**src/design/pscc_pkg.sv**
```systemverilog
// constants and types shared by the power stage configuration block
package pscc_pkg;

	// ====================================================================
	// register map
	localparam logic [7:0] ADDR_PERIPH_ENABLE = 8'h00;
	localparam logic [7:0] ADDR_SYS_CONFIG = 8'h01;
	localparam logic [7:0] ADDR_STATUS = 8'h02;
	localparam logic [7:0] ADDR_PHASE_LOW = 8'h03;
	localparam logic [7:0] ADDR_PHASE_HIGH = 8'h04;

	// ====================================================================
	// analog_peripheral_enable fields
	localparam int PE_DIODE_EMU = 7;
	localparam int PE_TOPOLOGY = 6;
	localparam int PE_HS_DISABLE = 5;
	localparam int PE_LS_DISABLE = 4;
	localparam int PE_MEASURE = 3;
	localparam int PE_RAMP_SEL = 2;
	localparam int PE_UV_ACCEL = 1;
	localparam int PE_OV_ACCEL = 0;
	localparam logic [7:0] PE_RESET = 8'h30;

	// ====================================================================
	// system_configuration fields
	localparam int SC_CLAMP_SRC = 7;
	localparam int SC_PEDESTAL = 6;
	localparam int SC_REG_KEEP = 5;
	localparam int SC_CTRL_SEL = 4;
	localparam int SC_CLAMP_EN = 3;
	localparam int SC_FIELD_HI = 2;
	localparam logic [7:0] SC_RESET = 8'h40;

	// system_config_field codes
	localparam logic [2:0] CFG_STANDALONE = 3'h0;
	localparam logic [2:0] CFG_PHASE_MASTER = 3'h1;
	localparam logic [2:0] CFG_OUT_SLAVE_CLK = 3'h2;
	localparam logic [2:0] CFG_PHASE_SLAVE = 3'h4;
	localparam logic [2:0] CFG_OUT_MASTER = 3'h5;
	localparam logic [2:0] CFG_OUT_SLAVE_SYNC = 3'h6;

	// ====================================================================
	// status fields
	localparam int ST_UV_FLAG = 0;
	localparam int ST_UV_LEVEL = 1;
	localparam int ST_OV_LEVEL = 2;
	localparam int ST_CLOCK_PIN = 3;
	localparam int ST_DIODE_OFF = 4;
	localparam int ST_PHASE_BUSY = 5;

	typedef enum logic [1:0] {
		PSCC_RUN = 2'b01,
		PSCC_DIODE_OFF = 2'b10
	} pscc_gate_e;

endpackage : pscc_pkg

```
**src/design/pscc_top.sv**
```systemverilog
// power stage configuration registers and gate-drive control
// What this block does
// - diode emulation ends low-side pulse when low-side switch voltage reaches zero
// - after that cut both drives low until next period, then high-side on
// - bit 7 selects diode emulation when 1, synchronous rectification when 0
// - bit 5 set disables the high-side driver; resets to 1
// - bit 4 set disables the low-side driver; resets to 1
// - undervoltage accelerator holds high side on, low side off while below threshold
// - overvoltage accelerator holds both switches off while above threshold
// - with measurement idle, bit 2 routes ramp valley (0) or peak (1)
// - writing 1 to bit 3 starts measurement; 0 means none in progress
// - bit 6 selects boost when 1, buck when 0; resets to 0
// - clamp enable bit turns amplifier clamp on; cleared by reset
// - clamp source set uses pin voltage alone, clear adds sampled current
// - pedestal enable is set on every reset; software may clear it
// - in sleep the regulator stays up only if the keep bit is set
// - control select clear regulates voltage, set regulates load current
// - as master drive sync pin with period sync, clock pin with osc8_in
// - code 010 makes sync and clock pins inputs fed by the master
// - code 110 makes both pins inputs; only the sync pin is used, no clock
// - slave applies programmable phase shift from low and high phase registers
// - a disabled driver holds its output low
//
// The placing of the registers and the plain strobed port were left to the implementer.
`timescale 1ns/1ps
`default_nettype none

module pscc_top (
	input wire logic sys_clk_in,
	input wire logic reset_n_in,
	input wire logic [7:0] reg_addr_in,
	input wire logic [7:0] reg_wdata_in,
	input wire logic reg_wr_in,
	input wire logic reg_rd_in,
	output logic [7:0] reg_rdata_out,
	input wire logic mod_high_in,
	input wire logic mod_low_in,
	input wire logic period_start_in,
	input wire logic measure_done_in,
	input wire logic sleep_in,
	input wire logic osc8_in,
	input wire logic zero_cross_in,
	input wire logic uv_cmp_in,
	input wire logic ov_cmp_in,
	input wire logic sync_pin_in,
	output logic sync_pin_out,
	output logic sync_pin_oe_out,
	input wire logic clock_pin_in,
	output logic clock_pin_out,
	output logic clock_pin_oe_out,
	output logic high_side_drive_out,
	output logic low_side_drive_out,
	output logic topology_boost_out,
	output logic ramp_peak_select_out,
	output logic measure_active_out,
	output logic clamp_enable_out,
	output logic clamp_source_pin_out,
	output logic pedestal_enable_out,
	output logic regulator_low_power_out,
	output logic current_regulation_out,
	output logic undervoltage_event_flag_out
);

	// ====================================================================
	// state
	typedef struct packed {
		logic [7:0] pe;
		logic [7:0] sc;
		logic [7:0] phl;
		logic [7:0] phh;
		logic [7:0] rdata;
		logic uv_flag;
		logic [1:0] zc_s;
		logic [1:0] uv_s;
		logic [1:0] ov_s;
		logic [1:0] syn_s;
		logic [1:0] clk_s;
		logic syn_prev;
		logic [15:0] ph_cnt;
		logic ph_busy;
		pscc_pkg::pscc_gate_e gate;
		logic hs;
		logic ls;
		logic sync_out;
		logic clk_out;
		logic reg_low;
	} pscc_state_s;

	localparam pscc_state_s STATE_RESET = '{
		pe: pscc_pkg::PE_RESET,
		sc: pscc_pkg::SC_RESET,
		gate: pscc_pkg::PSCC_RUN,
		default: '0
	};

	pscc_state_s state_q;
	pscc_state_s state_d;

	// ====================================================================
	// pin direction decode
	function automatic logic [1:0] pscc_pin_drive(input logic [2:0] field);
		// bit 1 drives sync pin, bit 0 drives clock pin
		case (field)
			pscc_pkg::CFG_PHASE_MASTER,
			pscc_pkg::CFG_OUT_MASTER: pscc_pin_drive = 2'h3;
			default: pscc_pin_drive = 2'h0;
		endcase
	endfunction : pscc_pin_drive

	function automatic logic pscc_is_slave(input logic [2:0] field);
		case (field)
			pscc_pkg::CFG_OUT_SLAVE_CLK,
			pscc_pkg::CFG_PHASE_SLAVE,
			pscc_pkg::CFG_OUT_SLAVE_SYNC: pscc_is_slave = 1'b1;
			default: pscc_is_slave = 1'b0;
		endcase
	endfunction : pscc_is_slave

	logic [2:0] cfg_field;
	logic slave_mode;
	logic sync_rise;
	logic slave_start;
	logic period_go;
	logic zc_seen;
	logic uv_act;
	logic ov_act;
	logic hs_dis;
	logic ls_dis;
	logic flag_clear;
	logic [1:0] pin_drive;

	assign cfg_field = state_q.sc[pscc_pkg::SC_FIELD_HI:0];
	assign slave_mode = pscc_is_slave(cfg_field);
	assign sync_rise = state_q.syn_s[1] & ~state_q.syn_prev;
	assign slave_start = state_q.ph_busy & (state_q.ph_cnt == 16'h0000);
	assign period_go = slave_mode ? slave_start : period_start_in;
	assign zc_seen = state_q.zc_s[1];
	assign uv_act = state_q.pe[pscc_pkg::PE_UV_ACCEL] & state_q.uv_s[1];
	assign ov_act = state_q.pe[pscc_pkg::PE_OV_ACCEL] & state_q.ov_s[1];
	assign hs_dis = state_q.pe[pscc_pkg::PE_HS_DISABLE];
	assign ls_dis = state_q.pe[pscc_pkg::PE_LS_DISABLE];
	assign flag_clear = reg_wr_in & (reg_addr_in == pscc_pkg::ADDR_STATUS)
		& reg_wdata_in[pscc_pkg::ST_UV_FLAG];
	assign pin_drive = pscc_pin_drive(cfg_field);

	// ====================================================================
	// next state
	always_comb
	begin
		logic hs_cmd;
		logic ls_cmd;
		logic [7:0] status;
		hs_cmd = mod_high_in;
		ls_cmd = mod_low_in;
		status = 8'h00;
		state_d = state_q;

		// pins pass two flops; only stage 1 reads stage 0
		state_d.zc_s = {state_q.zc_s[0], zero_cross_in};
		state_d.uv_s = {state_q.uv_s[0], uv_cmp_in};
		state_d.ov_s = {state_q.ov_s[0], ov_cmp_in};
		state_d.syn_s = {state_q.syn_s[0], sync_pin_in};
		state_d.clk_s = {state_q.clk_s[0], clock_pin_in};
		state_d.syn_prev = state_q.syn_s[1];

		// register writes
		if (reg_wr_in)
		begin
			case (reg_addr_in)
				pscc_pkg::ADDR_PERIPH_ENABLE: state_d.pe = reg_wdata_in;
				pscc_pkg::ADDR_SYS_CONFIG: state_d.sc = reg_wdata_in;
				pscc_pkg::ADDR_PHASE_LOW: state_d.phl = reg_wdata_in;
				pscc_pkg::ADDR_PHASE_HIGH: state_d.phh = reg_wdata_in;
				default: ;
			endcase
		end

		// measurement start and finish
		// a write of 0 cannot abort; a start in the done cycle survives
		state_d.pe[pscc_pkg::PE_MEASURE] =
			(state_q.pe[pscc_pkg::PE_MEASURE] & ~measure_done_in)
			| (reg_wr_in & (reg_addr_in == pscc_pkg::ADDR_PERIPH_ENABLE)
			& reg_wdata_in[pscc_pkg::PE_MEASURE]);

		// sticky flag, set wins over clear
		state_d.uv_flag = (state_q.uv_flag & ~flag_clear) | state_q.uv_s[1];

		// phase shift counted from the received sync edge
		if (slave_mode && sync_rise)
		begin
			state_d.ph_cnt = {state_q.phh, state_q.phl};
			state_d.ph_busy = 1'b1;
		end
		else if (slave_start)
		begin
			state_d.ph_busy = 1'b0;
		end
		else if (state_q.ph_busy)
		begin
			state_d.ph_cnt = state_q.ph_cnt - 16'h0001;
		end

		// diode emulation cut of low-side pulse
		case (state_q.gate)
			pscc_pkg::PSCC_RUN:
			begin
				if (state_q.pe[pscc_pkg::PE_DIODE_EMU] && state_q.ls && zc_seen
					&& !period_go)
				begin
					state_d.gate = pscc_pkg::PSCC_DIODE_OFF;
					ls_cmd = 1'b0;
				end
			end
			pscc_pkg::PSCC_DIODE_OFF:
			begin
				// both low until the next period, then high side on
				hs_cmd = period_go;
				ls_cmd = 1'b0;
				if (period_go)
				begin
					state_d.gate = pscc_pkg::PSCC_RUN;
				end
			end
			default: state_d.gate = pscc_pkg::PSCC_RUN;
		endcase

		if (uv_act)
		begin
			hs_cmd = 1'b1;
			ls_cmd = 1'b0;
		end
		if (ov_act)
		begin
			hs_cmd = 1'b0;
			ls_cmd = 1'b0;
		end
		state_d.hs = hs_cmd & ~hs_dis;
		state_d.ls = ls_cmd & ~ls_dis;

		state_d.sync_out = period_start_in;
		state_d.clk_out = osc8_in;

		// regulator drops only in sleep with keep bit clear
		state_d.reg_low = sleep_in & ~state_q.sc[pscc_pkg::SC_REG_KEEP];

		// register reads, data valid only in the cycle after the strobe
		status[pscc_pkg::ST_UV_FLAG] = state_q.uv_flag;
		status[pscc_pkg::ST_UV_LEVEL] = state_q.uv_s[1];
		status[pscc_pkg::ST_OV_LEVEL] = state_q.ov_s[1];
		status[pscc_pkg::ST_CLOCK_PIN] = state_q.clk_s[1];
		status[pscc_pkg::ST_DIODE_OFF] = (state_q.gate == pscc_pkg::PSCC_DIODE_OFF);
		status[pscc_pkg::ST_PHASE_BUSY] = state_q.ph_busy;
		state_d.rdata = 8'h00;
		if (reg_rd_in)
		begin
			case (reg_addr_in)
				pscc_pkg::ADDR_PERIPH_ENABLE: state_d.rdata = state_q.pe;
				pscc_pkg::ADDR_SYS_CONFIG: state_d.rdata = state_q.sc;
				pscc_pkg::ADDR_STATUS: state_d.rdata = status;
				pscc_pkg::ADDR_PHASE_LOW: state_d.rdata = state_q.phl;
				pscc_pkg::ADDR_PHASE_HIGH: state_d.rdata = state_q.phh;
				default: state_d.rdata = 8'h00;
			endcase
		end
	end

	always_ff @(posedge sys_clk_in or negedge reset_n_in)
	begin
		if (!reset_n_in)
		begin
			state_q <= STATE_RESET;
		end
		else
		begin
			state_q <= state_d;
		end
	end

	// ====================================================================
	// outputs
	assign reg_rdata_out = state_q.rdata;
	assign high_side_drive_out = state_q.hs;
	assign low_side_drive_out = state_q.ls;
	// slave codes leave both pins undriven
	assign sync_pin_oe_out = pin_drive[1];
	assign clock_pin_oe_out = pin_drive[0];
	assign sync_pin_out = state_q.sync_out;
	assign clock_pin_out = state_q.clk_out;
	assign topology_boost_out = state_q.pe[pscc_pkg::PE_TOPOLOGY];
	// ramp point only meaningful while measurement idle
	assign ramp_peak_select_out = state_q.pe[pscc_pkg::PE_RAMP_SEL];
	assign measure_active_out = state_q.pe[pscc_pkg::PE_MEASURE];
	assign clamp_enable_out = state_q.sc[pscc_pkg::SC_CLAMP_EN];
	assign clamp_source_pin_out = state_q.sc[pscc_pkg::SC_CLAMP_SRC];
	assign pedestal_enable_out = state_q.sc[pscc_pkg::SC_PEDESTAL];
	assign regulator_low_power_out = state_q.reg_low;
	assign current_regulation_out = state_q.sc[pscc_pkg::SC_CTRL_SEL];
	assign undervoltage_event_flag_out = state_q.uv_flag;
endmodule : pscc_top

`default_nettype wire

```
**config.mk**
```make
export PLATFORM = sky130hd
export DESIGN_NAME = pscc_top
export DESIGN_NICKNAME = d
export VERILOG_FILES = /design/src/design/pscc_pkg.sv /design/src/design/pscc_top.sv
export SDC_FILE = /design/constraint.sdc
export NUM_CORES = 1
export LEC_CHECK = 0
export BUFFER_PORTS_ARGS = -buffer_cell sky130_fd_sc_hd__clkbuf_2
export CAP_MARGIN = 30
export CELL_PAD_IN_SITES_DETAIL_PLACEMENT = 1
export CELL_PAD_IN_SITES_GLOBAL_PLACEMENT = 1
export CORE_MARGIN = 2
export CORE_UTILIZATION = 40
export DETAILED_ROUTE_END_ITERATION = 10
export GPL_TIMING_DRIVEN = 0
export PLACE_DENSITY_LB_ADDON = 0.1
export RECOVER_POWER = 100
export SKIP_LAST_GASP = 1
export SLEW_MARGIN = 10
export SYNTH_ARGS = -nofsm -noshare
export SYNTH_HDL_FRONTEND = slang
export SYNTH_SLANG_ARGS = --single-unit
```
**constraint.sdc**
```tcl
create_clock -name sys_clk_in -period 3.2 [get_ports sys_clk_in]
set_clock_uncertainty 0.2 [all_clocks]
set_input_delay 0.48 -clock sys_clk_in [delete_from_list [all_inputs] [get_ports sys_clk_in]]
set_output_delay 0.48 -clock sys_clk_in [all_outputs]
set_load 0.02 [all_outputs]
```
==> results.toml <==
[synthesis]
synth-seq-cells = 76
ys_top_cells_by_count = "dfrtp_1, mux2_2, nor2_1"
async_flop_share_pct = 100
synth_top_area_share_pct = 48.7
yosysTopAreaCell = "dfrtp_1"
synth_area_um2 = 3700
synth_most_common_cell = "dfrtp_1"
yosys.cell_types.count = 60
ys_seq_area_share_pct = 51.6
synth_enable_flop_cells = 0
synthTopCellsByArea = "dfrtp_1, mux2_2, dfstp_2, nor2_1, a31oi_1"
synthFlopType = "dfrtp_1"
syn_inst = 321
yosysWarnings = 0
syn_nets = 356
syn_area_per_cell_um2 = 11.5

[min_path]
whs_endpoint = "state_d[26]"
min-delay-start = "clock_pin_in"
hold_class = "in2reg"
hold_depth = 1

[global_routing]
grt_pass1_vias = 2952
top_usage_layer = "met2"
antenna_found_initial = 0
gr-total-overflow = 0
grtUsageMet1_pct = 30.1
grtUsageMet3_pct = 4.74
use_met2_pct = 33.5
gr-usage-all-layers_pct = 21.2
grt_pass1_wl_mm = 16.2
grt_max_degree = 40

[place]
gp_congestion = 0.788
hpwl_mm = 7.25
portBuffers = 53
place_inst = 486

[final_layout]
antenna_cells = 0
multi_input_area_um2 = 1580
finalNetCount = 422
fillers = 1053
seqCellArea_um2 = 1910
drive_gt1_share_pct = 27.6
area_delta_synth_final_pct = 16.0
layoutNonFillerInstCount = 503

[cts]
cts_resized = 0
clk_pin_slew_ps = 90
cts_tree = "yes"
cts_sinks = 76
htree_levels = 3
root_buffer = "clkbuf_8"
cts_buffer_depth = 2
numCtsBuffers = 9
insertion_delay_ps = 350

[critical_path]
start_kind = "flip-flop"
setup.worst_path.end_class = "flip-flop"
arrival_ps = 2680
reg2regPathDepth = 4
crit_path_max_fanout = 9
crit_required_ps = 3270
crit_type = "reg2reg"
reg2reg_setup_slack_ps = 590
r2r-end = "state_q[21]"
r2r-start = "state_q[12]"

[power]
leakagePower_nw = 1.94
p_per_area_nw_per_um2 = 627
peakVddDrop_mv = 0.236

[drt]
drc_errors = 0
drt_pre_antenna_iters = 4
wl_per_cell_um = 19.6
ant_nets = 0
routed_via_density = 5.66
via_count = 2846
drt_iter0_drc = 73
totalWireLength_mm = 9.84

[sta]
hold_viol_final = 0
fin_crit_sh_pct = 81.6
final.min_clock_period_ps = 2610
setup_viol = 0
tightest_slew_ps = 997
slew_headroom_pct = 33.0
slew_violations = 0
setup_tns_ps = 0
rsz0062_at_grt = "no"
fmax_mhz = 383

[die]
die_width_um = 100
rows = 35
dieHeight_um = 100
core_area_um2 = 9110
dieArea_um2 = 10000
ios = 54
start_util_pct = 40.6

[outcome]
status = "finished, final reports clean"

[job]
max-cap-violations = 0
worst max-delay path, cell delays in order (launching register included):
cell and delay, ps:
dfrtp_1 420, nor4_2 880, nand4_2 360, or4_1 500
a31oi_1 170
registers in the layout, summed over array words and instances, names as in the netlist, 3 cells and up:
name	count
cfg_field	3
reg_rdata_out	8
state_d	6
state_q	44
layout make-up:
| type | instances | area share [%] |
|---|---|---|
| Multi-Input combinational cell | 216 | 36.8 |
| Tap cell | 111 | 3.24 |
| Inverter | 8 | 0.700 |
| Timing Repair Buffer | 55 | 6.15 |
| Clock buffer | 11 | 3.30 |
| Buffer | 21 | 3.44 |
| Sequential cell | 76 | 44.4 |
| Clock inverter | 5 | 1.95 |
worst max-delay path by stage:
stage	from	to	slack, ps
after floorplan	reg_addr_in[3]	state_q[52]	1140
after global placement	reg_addr_in[3]	state_q[47]	650
after detailed placement	reg_addr_in[3]	state_q[47]	610
after CTS	state_q[12]	state_q[10]	910
after global routing	state_q[12]	state_q[12]	380
final	state_q[12]	state_q[21]	590
layer usage:
layer | routed length (µm) | vias up
met2 | 4690 | 58
met5 | 0 | -
met4 | 77 | 0
li1 | - | 1325
met1 | 4710 | 1454
met3 | 364 | 9
kinds of logic (layout without fill, tap and decap cells):
kind of cell	count (synthesis)	after routing	synth area share, %
simple gates	105	105	17.3
compound gates	66	66	12.5
fa+ha+maj	4	4	1.35
flops	76	76	51.6
buf+inv	29	100	4.84
mux	41	41	12.4
power by group:
group / total [W] / switching [W] / internal [W]
Combinational: 0.000586 / 0.000341 / 0.000245
Clock: 0.000840 / 0.000376 / 0.000464
Sequential: 0.00126 / 0.000159 / 0.00111
stage by stage:
stage               total power (W)  setup slack [ps]  area (µm²)  hold WS, ps  util, %
floorplan                   0.00166              1140        3700        -15.6        -
global placement            0.00184               651        4100          133     45.0
detailed placement          0.00188               606        4120          136     45.3
CTS                         0.00274               905        4360         5.10     47.9
global route                0.00286               383        4290         1.85     47.1
finish                      0.00269               589        4290         26.6     47.1
timing repair:
item,CTS,global route
setup buffers,0,0
endpoints found under the hold margin,35,0
hold buffers,1,0
placed cells by master (no fill, tap or decap), types with 2 or more instances in the layout:
cell and n:
a2111oi_0 4, a21oi_1 3, a22o_1 4, a22oi_1 7
a31oi_1 14, a32oi_1 2, and2_0 2, and4_1 2
buf_4 10, buf_6 2, bufinv_16 2, clkbuf_1 31
clkbuf_2 28, clkbuf_8 11, clkinvlp_4 2, dfrtp_1 72
dfstp_2 4, ha_1 4, inv_1 8, mux2_2 38
mux2i_1 3, nand2_1 19, nand3_1 9, nand4_1 2
nand4b_1 2, nor2_1 26, nor2b_1 7, nor4_1 4
nor4_2 2, nor4b_1 2, o211ai_1 2, o21ai_0 15
o2bb2ai_1 3, or3_1 10, or4_1 6
Power figures use the tool's default switching activity.
